$ cat config.mk
export PLATFORM = sky130hd
export DESIGN_NAME = smbus_clock_buffer_control
export DESIGN_NICKNAME = d
export VERILOG_FILES = /design/src/logic/smbus_clock_buffer_control.v /design/src/logic/config_bytes.v
export VERILOG_INCLUDE_DIRS = /design/src /design/src/common
export SDC_FILE = /design/constraint.sdc
export NUM_CORES = 1
export LEC_CHECK = 0
export BUFFER_PORTS_ARGS = -buffer_cell sky130_fd_sc_hd__buf_2
export CAP_MARGIN = 40
export CORE_MARGIN = 5
export CORE_UTILIZATION = 40
export DETAILED_ROUTE_END_ITERATION = 16
export PLACE_DENSITY = 0.53
export SYNTH_ARGS = -nofsm -noshare
export SYNTH_HDL_FRONTEND = slang
export SYNTH_SLANG_ARGS = --single-unit
$ cat constraint.sdc
create_clock -name sys_clk -period 10.1 [get_ports sys_clk]
set_input_delay 2.02 -clock sys_clk [delete_from_list [all_inputs] [get_ports sys_clk]]
set_output_delay 2.02 -clock sys_clk [all_outputs]
set_load 0.005 [all_outputs]
$ cat src/common/clkbuf_ctrl_defines.vh
// Offsets, field positions, reset values and protocol constants
`ifndef CLKBUF_CTRL_DEFINES_VH
`define CLKBUF_CTRL_DEFINES_VH
`define ADDR_FIXED_HI 4'hd
`define REG_OUTPUT_ENABLES 8'h00
`define REG_PLL_MODE_AMP 8'h01
`define REG_OUTPUT_SLEW 8'h02
`define REG_BYTE_COUNT 8'h07
`define NUM_REGS 8
`define RST_OUTPUT_ENABLES 8'hff
`define RST_PLL_MODE_AMP 8'h06
`define RST_OUTPUT_SLEW 8'hff
`define RST_BYTE_COUNT 8'h08
`define RST_OTHER 8'hff
`define MASK_OUTPUT_ENABLES 8'h6a
`define MASK_PLL_MODE_AMP 8'h3b
`define MASK_OUTPUT_SLEW 8'h6a
`define MASK_BYTE_COUNT 8'h1f
`define BIT_OUT3 6
`define BIT_OUT2 5
`define BIT_OUT1 3
`define BIT_OUT0 1
`define BIT_PLL_SW_SEL 5
`endif

$ cat src/logic/smbus_clock_buffer_control.v
// SMBus slave control port for a four-output clock buffer
`timescale 1ns/1ps
`default_nettype none
`include "clkbuf_ctrl_defines.vh"
// Contract
// - Slave only; block write and read
// - Stop after any byte keeps bytes
// - Address 1101 plus strap bits at power-up
// - Write: index, count, data; ack all
// - Read returns count then bytes from index
// - Byte 0 enables at 6,5,3,1, reset 1
// - Enable 0 forces output pair low
// - Byte 1 bits 7:6 show strap mode
// - Byte 1 bit 5 picks mode source
// - Software mode bits idle unless selected
// - Byte 2 slew bits, 1 is fast
// - Byte count register, reset gives 8
module smbus_clock_buffer_control (
    // Clock and reset
    input wire sys_clk,
    input wire rst,
    // SMBus pins, open drain data
    input wire smb_clk,
    input wire smb_data_in,
    output reg smb_data_out_q,
    output reg smb_data_oe_q,
    // Straps, latched after reset release
    input wire [2:0] slave_addr_strap,
    input wire [1:0] loop_bw_strap,
    // Per-output enable pins, active high
    input wire [3:0] out_enable_pin,
    // Output controls
    output reg [3:0] out_run_q,
    output reg [3:0] out_edge_fast_q,
    output reg [1:0] swing_sel_q,
    output reg [1:0] pll_mode_q
);
    localparam ST_IDLE = 3'd0;
    localparam ST_ADDR = 3'd1;
    localparam ST_INDEX = 3'd2;
    localparam ST_COUNT = 3'd3;
    localparam ST_WDATA = 3'd4;
    localparam ST_RDATA = 3'd5;
    localparam ST_SKIP = 3'd6;

    reg [2:0] scl_s_q, sda_s_q;
    reg [4:0] strap_s1_q, strap_s2_q;
    reg [3:0] pin_s1_q, pin_s2_q;
    reg wr_pend_q;
    reg straps_done_q;
    reg [2:0] addr_lo_q;
    reg [1:0] pll_strap_q;
    reg [2:0] state_q;
    reg [3:0] bit_cnt_q;
    reg [7:0] shift_q;
    reg [7:0] index_q;
    reg [7:0] wcount_q;
    reg is_read_q;
    reg first_rd_q;
    reg acking_q;
    reg wr_en_q;
    reg [2:0] wr_idx_q;
    reg [7:0] wr_data_q;
    reg [7:0] tx_q;
    wire [7:0] rd_data;
    wire [63:0] bytes_flat;

    // Two-flop synchronisers; stage 0 is read only by stage 1
    always @(posedge sys_clk or posedge rst) begin
        if (rst) begin
            scl_s_q <= 3'b111;
            sda_s_q <= 3'b111;
        end else begin
            scl_s_q <= {scl_s_q[1:0], smb_clk};
            sda_s_q <= {sda_s_q[1:0], smb_data_in};
        end
    end
    wire scl = scl_s_q[1];
    wire sda = sda_s_q[1];
    wire scl_rise = scl_s_q[1] & ~scl_s_q[2];
    wire scl_fall = ~scl_s_q[1] & scl_s_q[2];
    wire start_cond = scl && scl_s_q[2] && sda_s_q[2] && !sda;
    wire stop_cond = scl && scl_s_q[2] && !sda_s_q[2] && sda;
    wire [7:0] rx_byte = {shift_q[6:0], sda};

    // Strap and enable pins cross in; unreset so they settle during reset
    always @(posedge sys_clk) begin
        strap_s1_q <= {loop_bw_strap, slave_addr_strap};
        strap_s2_q <= strap_s1_q;
        pin_s1_q <= out_enable_pin;
        pin_s2_q <= pin_s1_q;
    end

    // Straps caught once, on the first clock after reset release
    always @(posedge sys_clk or posedge rst) begin
        if (rst) begin
            straps_done_q <= 1'b0;
            addr_lo_q <= 3'h0;
            pll_strap_q <= 2'h0;
        end else if (!straps_done_q) begin
            straps_done_q <= 1'b1;
            addr_lo_q <= strap_s2_q[2:0];
            pll_strap_q <= strap_s2_q[4:3];
        end
    end

    // Byte count value, sent as the first read byte; reads do not stop at it
    wire [4:0] rd_limit = bytes_flat[`REG_BYTE_COUNT*8 +: 5];
    wire addr_match = (shift_q[7:1] == {`ADDR_FIXED_HI, addr_lo_q});
    // Next byte to send: count first, then stored bytes
    wire [7:0] tx_next = first_rd_q ? {3'h0, rd_limit} : rd_data;

    // Protocol engine; sampling on rising, driving on falling edge
    always @(posedge sys_clk or posedge rst) begin
        if (rst) begin
            state_q <= ST_IDLE;
            bit_cnt_q <= 4'h0;
            shift_q <= 8'h00;
            index_q <= 8'h00;
            wcount_q <= 8'h00;
            is_read_q <= 1'b0;
            first_rd_q <= 1'b0;
            acking_q <= 1'b0;
            wr_en_q <= 1'b0;
            wr_idx_q <= 3'h0;
            wr_data_q <= 8'h00;
            wr_pend_q <= 1'b0;
            tx_q <= 8'h00;
            smb_data_out_q <= 1'b1;
            smb_data_oe_q <= 1'b0;
        end else begin
            wr_en_q <= 1'b0;
            if (start_cond) begin
                // Repeated start also lands here
                state_q <= ST_ADDR;
                bit_cnt_q <= 4'h0;
                acking_q <= 1'b0;
                wr_pend_q <= 1'b0;
                smb_data_oe_q <= 1'b0;
            end else if (stop_cond) begin
                state_q <= ST_IDLE;
                acking_q <= 1'b0;
                wr_pend_q <= 1'b0;
                smb_data_oe_q <= 1'b0;
            end else if (state_q != ST_IDLE && state_q != ST_SKIP) begin
                if (scl_rise && !acking_q) begin
                    shift_q <= rx_byte;
                    bit_cnt_q <= bit_cnt_q + 4'h1;
                end
                if (scl_rise && acking_q && state_q == ST_RDATA &&
                        is_read_q && sda) begin
                    // Host NAck ends the read, release the line
                    state_q <= ST_SKIP;
                end
                if (scl_fall && bit_cnt_q == 4'h8 && !acking_q) begin
                    bit_cnt_q <= 4'h0;
                    acking_q <= 1'b1;
                    if (state_q == ST_RDATA && is_read_q) begin
                        // Release for host ack
                        smb_data_oe_q <= 1'b0;
                    end else if (state_q == ST_ADDR && !addr_match) begin
                        // Not ours: leave the line released
                        smb_data_oe_q <= 1'b0;
                    end else begin
                        smb_data_out_q <= 1'b0;
                        smb_data_oe_q <= 1'b1;
                    end
                    case (state_q)
                        ST_ADDR: begin
                            if (!addr_match) begin
                                // Ignore everything up to the next start
                                state_q <= ST_SKIP;
                            end else begin
                                is_read_q <= shift_q[0];
                                first_rd_q <= 1'b1;
                                state_q <= shift_q[0] ? ST_RDATA : ST_INDEX;
                            end
                        end
                        ST_INDEX: begin
                            index_q <= shift_q;
                            state_q <= ST_COUNT;
                        end
                        ST_COUNT: begin
                            wcount_q <= shift_q;
                            state_q <= ST_WDATA;
                        end
                        ST_WDATA: begin
                            if (wcount_q != 8'h00) begin
                                // Held until its ack slot has ended
                                wr_pend_q <= (index_q < 8'h08);
                                wr_idx_q <= index_q[2:0];
                                wr_data_q <= shift_q;
                                index_q <= index_q + 8'h01;
                                wcount_q <= wcount_q - 8'h01;
                            end
                        end
                        default: begin
                        end
                    endcase
                end else if (scl_fall && acking_q) begin
                    acking_q <= 1'b0;
                    smb_data_oe_q <= 1'b0;
                    // Commit once the ack slot is over, before any stop
                    wr_en_q <= wr_pend_q;
                    wr_pend_q <= 1'b0;
                    if (state_q == ST_RDATA && is_read_q) begin
                        // Count byte first, then data from index
                        tx_q <= tx_next;
                        if (first_rd_q) begin
                            first_rd_q <= 1'b0;
                        end else begin
                            index_q <= index_q + 8'h01;
                        end
                        // MSB leaves on this same falling edge
                        smb_data_out_q <= 1'b0;
                        smb_data_oe_q <= ~tx_next[7];
                        bit_cnt_q <= 4'h0;
                    end
                end else if (scl_fall && state_q == ST_RDATA &&
                        is_read_q && !acking_q) begin
                    // Open drain: drive only zeros
                    smb_data_out_q <= 1'b0;
                    smb_data_oe_q <= ~tx_q[3'd7 - bit_cnt_q[2:0]];
                end
            end
        end
    end

    config_bytes u_bytes (
        .sys_clk(sys_clk),
        .rst(rst),
        .wr_en(wr_en_q),
        .wr_idx(wr_idx_q),
        .wr_data(wr_data_q),
        .rd_idx(index_q[2:0]),
        .pll_strap(pll_strap_q),
        .rd_data_q(rd_data),
        .bytes_flat(bytes_flat)
    );

    // Output controls registered from the stored bytes, the enable pins and the strap latch
    wire [7:0] oe_b = bytes_flat[`REG_OUTPUT_ENABLES*8 +: 8];
    wire [7:0] pm_b = bytes_flat[`REG_PLL_MODE_AMP*8 +: 8];
    wire [7:0] sl_b = bytes_flat[`REG_OUTPUT_SLEW*8 +: 8];
    wire [3:0] oe_bits = {oe_b[`BIT_OUT3], oe_b[`BIT_OUT2],
        oe_b[`BIT_OUT1], oe_b[`BIT_OUT0]};
    wire [3:0] sl_bits = {sl_b[`BIT_OUT3], sl_b[`BIT_OUT2],
        sl_b[`BIT_OUT1], sl_b[`BIT_OUT0]};
    always @(posedge sys_clk or posedge rst) begin
        if (rst) begin
            out_run_q <= 4'h0;
            out_edge_fast_q <= 4'hf;
            swing_sel_q <= 2'h2;
            pll_mode_q <= 2'h0;
        end else begin
            out_run_q <= oe_bits & pin_s2_q;
            out_edge_fast_q <= sl_bits;
            swing_sel_q <= pm_b[1:0];
            pll_mode_q <= pm_b[`BIT_PLL_SW_SEL] ? pm_b[4:3] :
                pll_strap_q;
        end
    end
endmodule // smbus_clock_buffer_control
`default_nettype wire

$ cat src/logic/config_bytes.v
// Configuration byte store with registered read port
`timescale 1ns/1ps
`default_nettype none
`include "clkbuf_ctrl_defines.vh"
module config_bytes (
    // Clock and reset
    input wire sys_clk,
    input wire rst,
    // Write port, applied only on an acked byte
    input wire wr_en,
    input wire [2:0] wr_idx,
    input wire [7:0] wr_data,
    // Read port
    input wire [2:0] rd_idx,
    input wire [1:0] pll_strap,
    output reg [7:0] rd_data_q,
    // Stored bytes
    output wire [63:0] bytes_flat
);
    genvar i;
    // One byte per entry, writable bits masked
    generate
        for (i = 0; i < `NUM_REGS; i = i + 1) begin : g_byte
            localparam [7:0] MASK = (i == 0) ? `MASK_OUTPUT_ENABLES :
                (i == 1) ? `MASK_PLL_MODE_AMP :
                (i == 2) ? `MASK_OUTPUT_SLEW :
                (i == 7) ? `MASK_BYTE_COUNT : 8'h00;
            localparam [7:0] RSTV = (i == 0) ? `RST_OUTPUT_ENABLES :
                (i == 1) ? `RST_PLL_MODE_AMP :
                (i == 2) ? `RST_OUTPUT_SLEW :
                (i == 7) ? `RST_BYTE_COUNT : `RST_OTHER;
            // One register per entry keeps every byte single-driven
            reg [7:0] byte_q;
            always @(posedge sys_clk or posedge rst) begin
                if (rst) begin
                    byte_q <= RSTV;
                end else if (wr_en && wr_idx == i) begin
                    byte_q <= (wr_data & MASK) | (RSTV & ~MASK);
                end
            end
            assign bytes_flat[i*8 +: 8] = byte_q;
        end
    endgenerate
    // Readback; pll mode bits show strap latch
    always @(posedge sys_clk or posedge rst) begin
        if (rst) begin
            rd_data_q <= 8'h00;
        end else if (rd_idx == 3'h1) begin
            rd_data_q <= {pll_strap, bytes_flat[13:8]};
        end else begin
            rd_data_q <= bytes_flat[rd_idx*8 +: 8];
        end
    end
endmodule // config_bytes
`default_nettype wire

* Yosys cells after proc, flatten, opt, wreduce, memory -nomap -nowiden
Cells that the tools add are included.
Word-level totals: logic and storage cells 187, bits in registers 124, bits of input ports 13, output and inout bits 14
Operators by class: shift-type cells 1, $add $sub $neg 4, bitwise logic cells 10, multiplexer cells 63, reduce and logical (&&, ||, !) cells 50, eq/ne operators 24, order comparisons 2
Operator list (number):
- $mux 8 | 8
- $shiftx 64x7->8 | 1
- $mux 1 | 36
- $pmux 8 s2 | 2
- $mux 4 | 7
- $reduce_and 6->1 | 4
- $logic_and 1x1->1 | 23
- $mux 3 | 7
- $reduce_and 7->1 | 2
- $ne 2x2->1 const B | 5
- $eq 3x1->1 const B | 3
- $eq 3x2->1 const B | 3
- $eq 3x3->1 const B | 3
- $ne 3x3->1 const B | 3
- $pmux 3 s3 | 1
- $reduce_bool 3->1 | 3
- $add 8x1->8 const B | 1
- $lt 8x4->1 const B | 1
- $ne 4x3->1 const B | 2
- $reduce_and 4->1 | 2
- $reduce_and 8->1 | 1
- $reduce_bool 2->1 | 4
- $reduce_bool 8->1 | 1
- $sub 8x1->8 const B | 1
- 17 further kinds | 30

* Depth between registers and ports, before layout
Gate-level depths: netlist of run 1.
depth after elaboration 12, mapped depth 8, gate-level depth less buffers 7

* By module
A second synthesis of run 1 with hierarchy kept.
Unflattened totals: cell total of the unflattened synthesis 503, area total of the unflattened synthesis 5783.0 µm²
By module, submodules not included:
- smbus_clock_buffer_control | area each 4282.9 µm², instances 1, cells each 377, sequential area each 2402.3 µm²
- config_bytes | area each 1500.2 µm², instances 1, cells each 126, sequential area each 663.1 µm²

* Worst setup path before layout of run 1
No wires, ideal clock.
kind reg-to-output, start point register smb_data_out_q, end point output smb_data_out_q, data arrival time 0.506 ns, path buffers 0, data required time 8.080 ns, cell stages (with the launch flop) 1, slack 7.574 ns, path through dfstp_2
RTL lines:
- start: declaration | RTL line smbus_clock_buffer_control.v:25 | output reg smb_data_out_q,
- start signal: assignment | RTL line smbus_clock_buffer_control.v:129 | smb_data_out_q <= 1'b1;
- start signal: assignment | RTL line smbus_clock_buffer_control.v:165 | smb_data_out_q <= 1'b0;
- start signal: assignment | RTL line smbus_clock_buffer_control.v:215 | smb_data_out_q <= 1'b0;
No word-level cell between the ends.

* Worst setup path after layout of run 1
start point register swing_sel_q[1], end point output swing_sel_q[1]
RTL lines:
- start: declaration | RTL line smbus_clock_buffer_control.v:35 | output reg [1:0] swing_sel_q,
- start signal: assignment | RTL line smbus_clock_buffer_control.v:258 | swing_sel_q <= pm_b[1:0];
No word-level cell between the ends.

==> results of run 1 <==
through the flow:
stage	hold WS, ns	power [uW]	std cells	utilization
4_1_cts	0.323	1240	671	0.474
2_1_floorplan	0.310	622	450	-
3_5_place_dp	0.312	656	639	0.431
5_1_grt	0.328	1280	671	0.474
3_3_place_gp	0.310	652	636	0.428
6_report	0.321	1230	671	0.474
where the power goes:
group,switching [uW],total [uW],internal (uW)
clock network,207,580,373
registers,40.0,561,521
logic,42.1,85.3,43.2
worst paths after layout:
check	startpoint	to	slack [ns]	cells after the start
worst min register to register	pin_s1_q[3]	pin_s2_q[3]	0.32	0
min in group asynchronous	rst	out_run_q[3]	1.59	2
worst max-delay path	swing_sel_q[1]	swing_sel_q[1]	7.05	1
worst max register to register	state_q[0]	index_q[1]	7.57	4
worst min-delay path	pin_s1_q[3]	pin_s2_q[3]	0.32	0
max in group asynchronous	rst	sda_s_q[1]	7.49	4
final cells by class:
cell class / instances / area, sq um / share of cell area
sequential: 124 / 3040 / 0.485
multi-input combinational: 297 / 2230 / 0.355
clock buffer: 23 / 468 / 0.0746
tap: 176 / 220 / 0.0351
timing repair buffer: 30 / 174 / 0.0277
clock inverter: 9 / 98.8 / 0.0158
inverter: 12 / 47.5 / 0.00758
metal layers:
metal	up-vias	global-route usage
met4	0	0.0454
li1	1710	-
met2	44	0.235
met1	1801	0.204
met3	13	0.0521
met5	-	0
layout by cell type (no fill, tap or decap), types with 7 or more instances in the layout:
master / count
a21oi_1: 28
buf_2: 27
clkbuf_16: 17
dfrtp_1: 84
dfstp_2: 22
dfxtp_1: 18
ha_1: 7
inv_1: 11
mux2_2: 41
mux2i_1: 10
nand2_1: 30
nand3_1: 9
nor2_1: 27
o21ai_0: 27
logic make-up (layout without fill, tap and decap cells):
kind of cell,Yosys count,in the layout,share of synthesized area
other,1,1,0.000692
AO/OA/AOI/OAI,98,98,0.117
flip-flops,124,124,0.561
buffers and inverters,29,74,0.0286
adder cells (fa/ha/maj),7,7,0.0162
multiplexers,59,59,0.129
AND/OR/NAND/NOR,127,127,0.137
XOR/XNOR,5,5,0.0115
state kept, by name, indices dropped and copies added, names as in the netlist, 4 cells and up:
register	cells
pin_s2_q	4
strap_s1_q	5
u_bytes.rd_data_q	8
wr_data_q	7
pin_s1_q	4
shift_q	8
bit_cnt_q	4
wcount_q	8
u_bytes.g_byte.byte_q	18
strap_s2_q	5
index_q	8
out_edge_fast_q	4
tx_q	8
out_run_q	4
synth_stat cells, types with 3 or more instances:
library cell,instances
and2_1,6
o21ai_0,27
mux2_4,6
buf_6,4
inv_1,12
mux2i_1,10
nand2_1,30
dfxtp_1,18
o22ai_1,4
nor2_1,27
nand2b_1,6
clkbuf_1,3
dfrtp_1,84
nor3_1,4
nand3b_1,3
ha_1,7
xnor2_1,4
nand3_1,9
dfstp_2,22
buf_2,7
o221ai_1,3
o32ai_1,5
mux2_2,41
o21a_1,3
o2bb2ai_1,3
a21oi_1,28
a31oi_1,3
nand4_1,5
nor4_1,4
==> key figures, run 1 <==
Status
  – Status: complete, no violations

Route
  – DRC Markers: 0
  – DRT antenna net count: 0
  – Routed wire length on met2: ~5.4 mm
  – Post-DR wirelength/cell: roughly 17 um
  – Metal3 WL: between 400 and 500 um
  – M1 WL: roughly 5.4 mm
  – Via count: 3,568
  – Routed WL: around 11 mm
  – Drt via density: about 5.3
  – 1st-pass router iterations: 4
  – Top layer used by detailed routing: met4
  – Iter 0 DRT Violations: approximately 280

Layout
  – Share of cells above drive strength 1: 0.301
  – FILL cells: approximately 1,200
  – Area grow syn2layout: 15.7%
  – N_diodes: 0
  – Final instance area: 6270 sq um
  – Nets: roughly 500

Clock network
  – CTS tree: yes
  – Post-CTS resize count: 0
  – Root buf cell: clkbuf_16
  – Hold buffer count at CTS: 0
  – Post-CTS Setup Repair Bufs: 0
  – Max H-tree Level: 4
  – CTS buffer count: 17
  – CTS clock-pin slew for the worst setup and hold paths: 0.05 ns
  – Clock Sinks: ~120
  – Clk buf depth: 2
  – Worst-skew pair later-pin latency: between 0.4 and 0.5 ns

Power and ir drop
  – P_leak: around 0.0028 uW
  – Pwr/cell area: 195 nW/um^2
  – Worst vdd rail ir drop: ~0.11 mV

Setup path
  – CP delay by family, top: flip-flops
  – Max stage delay on crit path: 0.52 ns
  – WP data arrival: about 1.0 ns
  – Crit path launch type: register
  – Critical Path RT: 8.08 ns
  – Crit path kind: reg2out
  – CP max FO: 1
  – Setup crit end kind: output port
  – WP buf/inv: 1
  – Critical-path top delay cell: dfstp_2
  – Cell Chain, Critical Path: buf_2

Synthesis
  – Post-synthesis area per instance: ~12 sq um
  – Synth top area cells: dfrtp_1, dfstp_2, mux2_2
  – Yosys warning count: 0
  – Register bit total from synthesis: approximately 120
  – Top_reg_cell synth: dfrtp_1
  – Mapped cell area: ~5400 sq um
  – Number of flops mapped to enable cells by yosys: 0
  – Synth async-reset ratio: 0.855
  – Yosys cell types: between 70 and 80
  – Share of the synthesized area in the top cell type: 0.388
  – Sequential fraction of the synthesis area: 0.561
  – Mapped Cells: 450
  – Yosys top cell by area: dfrtp_1
  – Synthesized Nets: 470

STA
  – RSZ-0062 raised after global routing: no
  – Final min period: between 3 and 4 ns
  – Final Setup Violations: 0
  – Period Utilization, post-route: 0.302
  – Clock Skews: ~0.016 ns
  – Pin slew with the least headroom to its limit: a little under 0.8 ns
  – Final Max Tran Viols: 0
  – Fin Setup TNS: 0 ns
  – Rel. slew slack: 0.478
  – Final Hold Fails: 0
  – Fmax achieved: 327 MHz
  – Post-route setup slack: between 7 and 8 ns

Floorplan
  – Die height: between 100 and 150 um
  – I/O pins: 27
  – Std-Cell Core Area: between 10,000 and 15,000 sq um
  – Starting Density: 0.409
  – Die X: roughly 130 um
  – Cell row count: 42
  – Die area: approximately 16,000 sq um

Placement
  – HPWL after detailed placement: between 7 and 8 mm
  – Pre-CTS setup slack: between 7 and 8 ns
  – Port buffer count: 26
  – Area post-placement: roughly 5700 sq um
  – Gpl congestion: between 0.7 and 0.8

GRT
  – Initial antenna violation count: 0
  – Vias in the first global route: between 3,000 and 4,000
  – Total global routing overflow: 0
  – First-pass GRT wire length: just under 20 mm
  – Largest net degree at the start of global routing: 60
  – Global Route Usage Sum: 0.153

Run
  – Max-Cap Viols: 0

Worst hold path
  – Hold WC Path Type: reg2reg
(Power assumes the default switching activity.)
==> inputs of run 2 (changes only) <==
- PLACE_DENSITY: 0.53 -> 0.55
- clock period: 10.1 -> 2.6 ns (I/O delays scaled with it)
==> key figures, run 2 (synthesis gave the netlist of run 1 again) <==
Route
  – Routed WL: 11.3 mm (was 11.4 mm)
  – Post-DR wirelength/cell: 16.8 um (was 16.9 um)
  – DRT antenna net count: 0 (unchanged)
  – Drt via density: 5.30 (was 5.32)
  – Via count: 3,570 (was 3,568)
  – DRC Markers: 0 (unchanged)
  – Iter 0 DRT Violations: 203 (was 278)
  – 1st-pass router iterations: 4 (unchanged)

Layout
  – Most frequent cells in the layout: dfrtp_1, mux2_2, nand2_1 (unchanged)
  – Max reg flops: 18 (unchanged)
  – Commonest non-fill, non-tap cell in the layout: dfrtp_1 (unchanged)
  – N_diodes: 0 (unchanged)
  – Nets: 505 (was 502)
  – Final core occ: 0.481 (was 0.474)
  – Layout Cells excl Fill: 674 (was 671)
  – Area grow syn2layout: 17.5% (was 15.7%)
  – Share of cells above drive strength 1: 0.313 (was 0.301)
  – Most flops, register: u_bytes.g_byte.byte_q (unchanged)

Setup path
  – WP data arrival: 2.42 ns (was 1.03 ns)
  – Crit path kind: reg2reg (was reg2out)
  – CP max FO: 10 (was 1)
  – Crit path launch type: register (unchanged)
  – Setup crit end kind: register (was output port)
  – Reg2reg end: wr_data_q[1] (was index_q[1])
  – R2R Path Start: state_q[2] (was state_q[0])
  – Critical Path RT: 2.90 ns (was 8.08 ns)
  – Reg2Reg Depth: 5 (was 4)
  – Reg-to-reg slack, setup: 0.48 ns (was 7.57 ns)

GRT
  – Vias in the first global route: 3,612 (was 3,694)
  – Global Route Usage Sum: 0.154 (was 0.153)
  – Initial antenna violation count: 0 (unchanged)
  – Total global routing overflow: 0 (unchanged)
  – First-pass GRT wire length: 19.4 mm (about the same)
  – Largest net degree at the start of global routing: 107 (was 60)

STA
  – RSZ-0062 raised after global routing: no (unchanged)
  – Final min period: ~2.1 ns
  – Rel. slew slack: 0.623 (was 0.478)
  – Pin slew with the least headroom to its limit: 0.566 ns (was 0.783 ns)
  – Final Max Tran Viols: 0 (unchanged)
  – Period Utilization, post-route: 0.814
  – Clock Skews: 0.00780 ns (was 0.0162 ns)
  – Fin Setup TNS: 0 ns (unchanged)
  – Final Setup Violations: 0 (unchanged)
  – Final Hold Fails: 0 (unchanged)
  – Post-route setup slack: 0.483 ns (was 7.05 ns)
  – Fmax achieved: between 400 and 500 MHz

Worst hold path
  – Hold endpoint: strap_s1_q[4] (was pin_s2_q[3])
  – Hold_sp: loop_bw_strap[1] (was pin_s1_q[3])
  – Hold WC Path Type: in2reg (was reg2reg)
  – Hold depth: 1 (was 0)

Clock network
  – Root buf cell: clkbuf_16 (unchanged)
  – Clk buf depth: 2 (unchanged)
  – CTS clock-pin slew for the worst setup and hold paths: 0.06 ns (was 0.05 ns)
  – Max H-tree Level: 4 (unchanged)
  – CTS buffer count: 17 (unchanged)
  – Hold buffer count at CTS: 0 (unchanged)
  – Post-CTS resize count: 0 (unchanged)
  – Worst-skew pair later-pin latency: 0.42 ns (about the same)
  – Post-CTS Setup Repair Bufs: 0 (unchanged)
  – Clock Sinks: 124 (unchanged)
  – CTS tree: yes (unchanged)

Floorplan
  – Die area: 16,000 sq um (unchanged)
  – Std-Cell Core Area: 13,200 sq um (unchanged)
  – Die height: 126 um (unchanged)
  – Starting Density: 0.409 (unchanged)
  – Cell row count: 42 (unchanged)
  – I/O pins: 27 (unchanged)
  – Die X: 126 um (unchanged)

Power and ir drop
  – Pwr/cell area: 786 nW/um^2 (was 195 nW/um^2)
  – P_leak: 0.00283 uW (was 0.00280 uW)
  – Pwr Total: 5010 uW (was 1230 uW)
  – Worst vdd rail ir drop: 0.610 mV (was 0.114 mV)

Status
  – Status: complete, no violations (unchanged)

Placement
  – Port buffer count: 26 (unchanged)
  – HPWL after detailed placement: 7.62 mm (was 7.79 mm)
  – Pre-CTS setup slack: 0.481 ns (was 7.01 ns)
  – Cells after DPL: 642 (was 639)
  – Gpl congestion: 0.839 (was 0.778)

Run
  – Max-Cap Viols: 0 (unchanged)
==> run 2: critical path: stages, from the launching register on <==
cell and delay [ns]:
dfrtp_1 0.57, inv_1 0.16, nor3_4 0.27, nand2_2 0.13, nor3_4 0.48, mux2_2 0.40
==> run 2: power breakdown <==
part	switching, uW	internal (uW)	leakage (uW)	total, uW
registers	155	2020	0.00150	2180
clock network	875	1620	0.000305	2490
logic	168	169	0.00102	338
==> run 2: final cells by class <==
class,count,area [sq um]
clock buffers,22,518
clock inverters,10,123
fillers,1238,6870
inverters,12,48.8
multi-input cells,297,2230
flip-flops and latches,124,3040
well taps,176,220
repair buffers,33,195
==> run 2: how the worst max path moves through the flow <==
stage / start / end / slack [ns] / depth (start not counted)
final: state_q[2] / wr_data_q[1] / 0.48 / 5
after global routing: wcount_q[0] / wcount_q[0] / 0.24 / 7
after CTS: bit_cnt_q[0] / wr_data_q[1] / 0.48 / 6
after detailed placement: bit_cnt_q[0] / wr_idx_q[1] / 0.48 / 6
after global placement: bit_cnt_q[0] / wr_data_q[5] / 0.54 / 6
after floorplan: bit_cnt_q[0] / is_read_q / 0.73 / 7
==> run 2: metrics by stage <==
step	area [sq um]	hold WS, ns
after floorplan	5430	0.310
after global placement	5730	0.310
after detailed placement	5730	0.314
after CTS	6370	0.179
after global routing	6370	0.176
final	6370	0.198
==> run 2: layer usage <==
| metal | track usage | up-vias | routed length, um | share of wire |
|---|---|---|---|---|
| met3 | 0.0458 | 16 | 472 | 0.042 |
| met4 | 0.0587 | 0 | 189 | 0.017 |
| met2 | 0.226 | 65 | 5150 | 0.45 |
| met5 | 0 | - | 0 | 0 |
| li1 | - | 1708 | - | - |
| met1 | 0.215 | 1781 | 5520 | 0.49 |
==> inputs of run 3 (changes only) <==
- clock period: 2.6 -> 1.8 ns (I/O delays scaled with it)
==> key figures, run 3 (synthesis gave the netlist of run 1 again) <==
Status
  – Status: finished with violations (was complete, no violations)
  – Failing checks: negative setup slack

Floorplan
  – Die height: 126 um (unchanged)
  – Cell row count: 42 (unchanged)
  – Die X: 126 um (unchanged)
  – Starting Density: 0.409 (unchanged)
  – Std-Cell Core Area: 13,200 sq um (unchanged)
  – Die area: 16,000 sq um (unchanged)
  – I/O pins: 27 (unchanged)

Power and ir drop
  – Worst vdd rail ir drop: 0.632 mV (was 0.610 mV)
  – Pwr Total: 7470 uW (was 5010 uW)
  – P_leak: 0.00335 uW (was 0.00283 uW)
  – Pwr/cell area: 1010 nW/um^2 (was 786 nW/um^2)

Worst hold path
  – Hold WC Path Type: in2reg (unchanged)
  – Hold depth: 1 (unchanged)

Setup path
  – WP data arrival: 2.14 ns (was 2.42 ns)
  – Reg2Reg Depth: 7 (was 5)
  – Crit path depth: 7 (was 5)
  – Crit path launch type: register (unchanged)
  – Reg-to-reg slack, setup: -0.05 ns (was 0.48 ns)
  – Cell Chain, Critical Path: inv_2 > ha_4 > and4bb_2 > nand2_4 > nor3_4 > clkbuf_16 > mux2_4 (was inv_1 > nor3_4 > nand2_2 > nor3_4 > mux2_2)
  – WP buf/inv: 2 (was 1)
  – CP max FO: 5 (was 10)
  – Crit path kind: reg2reg (unchanged)
  – Max stage delay on crit path: 0.39 ns (was 0.57 ns)
  – Critical-path top delay cell: dfrtp_1 (unchanged)
  – Setup crit end kind: register (unchanged)
  – CP delay by family, top: simple AND/OR/NAND/NOR gates (unchanged)
  – Critical Path RT: 2.09 ns (was 2.90 ns)

Route
  – Via count: 3,954 (was 3,570)
  – DRT antenna net count: 0 (unchanged)
  – Drt via density: 5.20 (was 5.30)
  – 1st-pass router iterations: 5 (was 4)
  – DRC Markers: 0 (unchanged)
  – Post-DR wirelength/cell: 17.0 um (was 16.8 um)
  – Iter 0 DRT Violations: 267 (was 203)
  – Routed WL: 12.9 mm (was 11.3 mm)

Layout
  – FILL cells: 1,154 (was 1,238)
  – Max reg flops: 18 (unchanged)
  – Area of the multi-input gates: 2550 sq um (was 2230 sq um)
  – Commonest non-fill, non-tap cell in the layout: dfrtp_1 (unchanged)
  – Most flops, register: u_bytes.g_byte.byte_q (unchanged)
  – Most frequent cells in the layout: dfrtp_1, buf_4, mux2_2 (was dfrtp_1, mux2_2, nand2_1)
  – N_diodes: 0 (unchanged)
  – Area grow syn2layout: 36.8% (was 17.5%)
  – Nets: 591 (was 505)
  – Register Area: 3040 sq um (about the same)
  – Share of cells above drive strength 1: 0.485 (was 0.313)

Clock network
  – Max H-tree Level: 4 (unchanged)
  – Clock Sinks: 124 (unchanged)
  – CTS buffer count: 17 (unchanged)
  – Worst-skew pair later-pin latency: 0.41 ns (was 0.42 ns)
  – Clk buf depth: 2 (unchanged)
  – CTS clock-pin slew for the worst setup and hold paths: 0.06 ns (about the same)
  – Root buf cell: clkbuf_16 (unchanged)
  – CTS tree: yes (unchanged)

GRT
  – Largest net degree at the start of global routing: 35 (was 107)
  – Initial antenna violation count: 0 (unchanged)
  – Global Route Usage Sum: 0.162 (was 0.154)
  – First-pass GRT wire length: 20.6 mm (was 19.4 mm)
  – Total global routing overflow: 0 (unchanged)
  – Vias in the first global route: 4,012 (was 3,612)

STA
  – Fin Setup TNS: -0.223 ns (was 0 ns)
  – Final Max Tran Viols: 0 (unchanged)
  – RSZ-0062 raised after global routing: yes (was no)
  – Final Hold Fails: 0 (unchanged)
  – Final Setup Violations: 7 (was 0)
  – Clock Skews: 0.00686 ns (was 0.00780 ns)
  – Post-route setup slack: -0.0468 ns (was 0.483 ns)
  – Final min period: 1.85 ns (was 2.12 ns)
  – Fmax achieved: 541 MHz (was 472 MHz)
  – Period Utilization, post-route: 1.03 (was 0.814)

Placement
  – HPWL after detailed placement: 8.71 mm (was 7.62 mm)
  – Pre-CTS setup slack: -0.163 ns (was 0.481 ns)
  – Gpl congestion: 0.832 (was 0.839)
  – Port buffer count: 26 (unchanged)

Run
  – Max-Cap Viols: 0 (unchanged)
## run 3: changes by cell type in the layout (fill, tap and decap cells not counted), sizes merged
| cell | change |
|---|---|
| or3 | +1 |
| inv | -2 |
| buf | +83 |
| clkinv | +2 |
| dlygate4sd3 | +1 |
| bufinv | +1 |
## run 3: what timing repair did
item / CTS / global route
endpoints found under the setup margin: 40 / 45
resized for setup: 14 / 68
hold buffers: 1 / 0
setup buffers: 4 / 15
hold endpoints to repair: 8 / 0
gates cloned: 1 / 1
pin swaps: 6 / 29
## run 3: final cells by class
cell class / instances / share of cell area
clock inverter: 11 / 0.0191
timing repair buffer: 118 / 0.128
sequential: 124 / 0.410
tap: 176 / 0.0297
multi-input combinational: 298 / 0.344
inverter: 12 / 0.00658
clock buffer: 21 / 0.0621
## run 3: per-layer routing
metal	up-vias	GRT usage	wire length, um
met5	-	0	0
met4	0	0.0517	165
met3	18	0.0437	475
met2	70	0.254	6380
met1	1972	0.221	5860
li1	1894	-	-
## run 3: metrics by stage
stage          cell area, sq um  hold WS [ns]  std cells  utilization
4_1_cts                    6990        0.0235        746        0.528
5_1_grt                    7420        0.0222        760        0.560
3_5_place_dp               6300         0.312        708        0.476
2_1_floorplan              5440         0.310        450            -
6_report                   7420        0.0428        760        0.560
3_3_place_gp               6300         0.310        708        0.476
## run 3: power breakdown
group / leakage (uW) / internal [uW] / switching [uW]
sequential: 0.00150 / 2930 / 104
clock: 0.000289 / 2240 / 1200
combinational: 0.00156 / 502 / 489
## run 3: path summary, 6_finish.rpt
kind,start,to
worst max-delay path,bit_cnt_q[1],wr_data_q[2]
worst min-delay path,loop_bw_strap[0],strap_s1_q[3]
worst max register to register,bit_cnt_q[1],wr_data_q[2]
worst min register to register,pin_s1_q[3],pin_s2_q[3]
max in group asynchronous,rst,scl_s_q[1]
min in group asynchronous,rst,pll_strap_q[1]
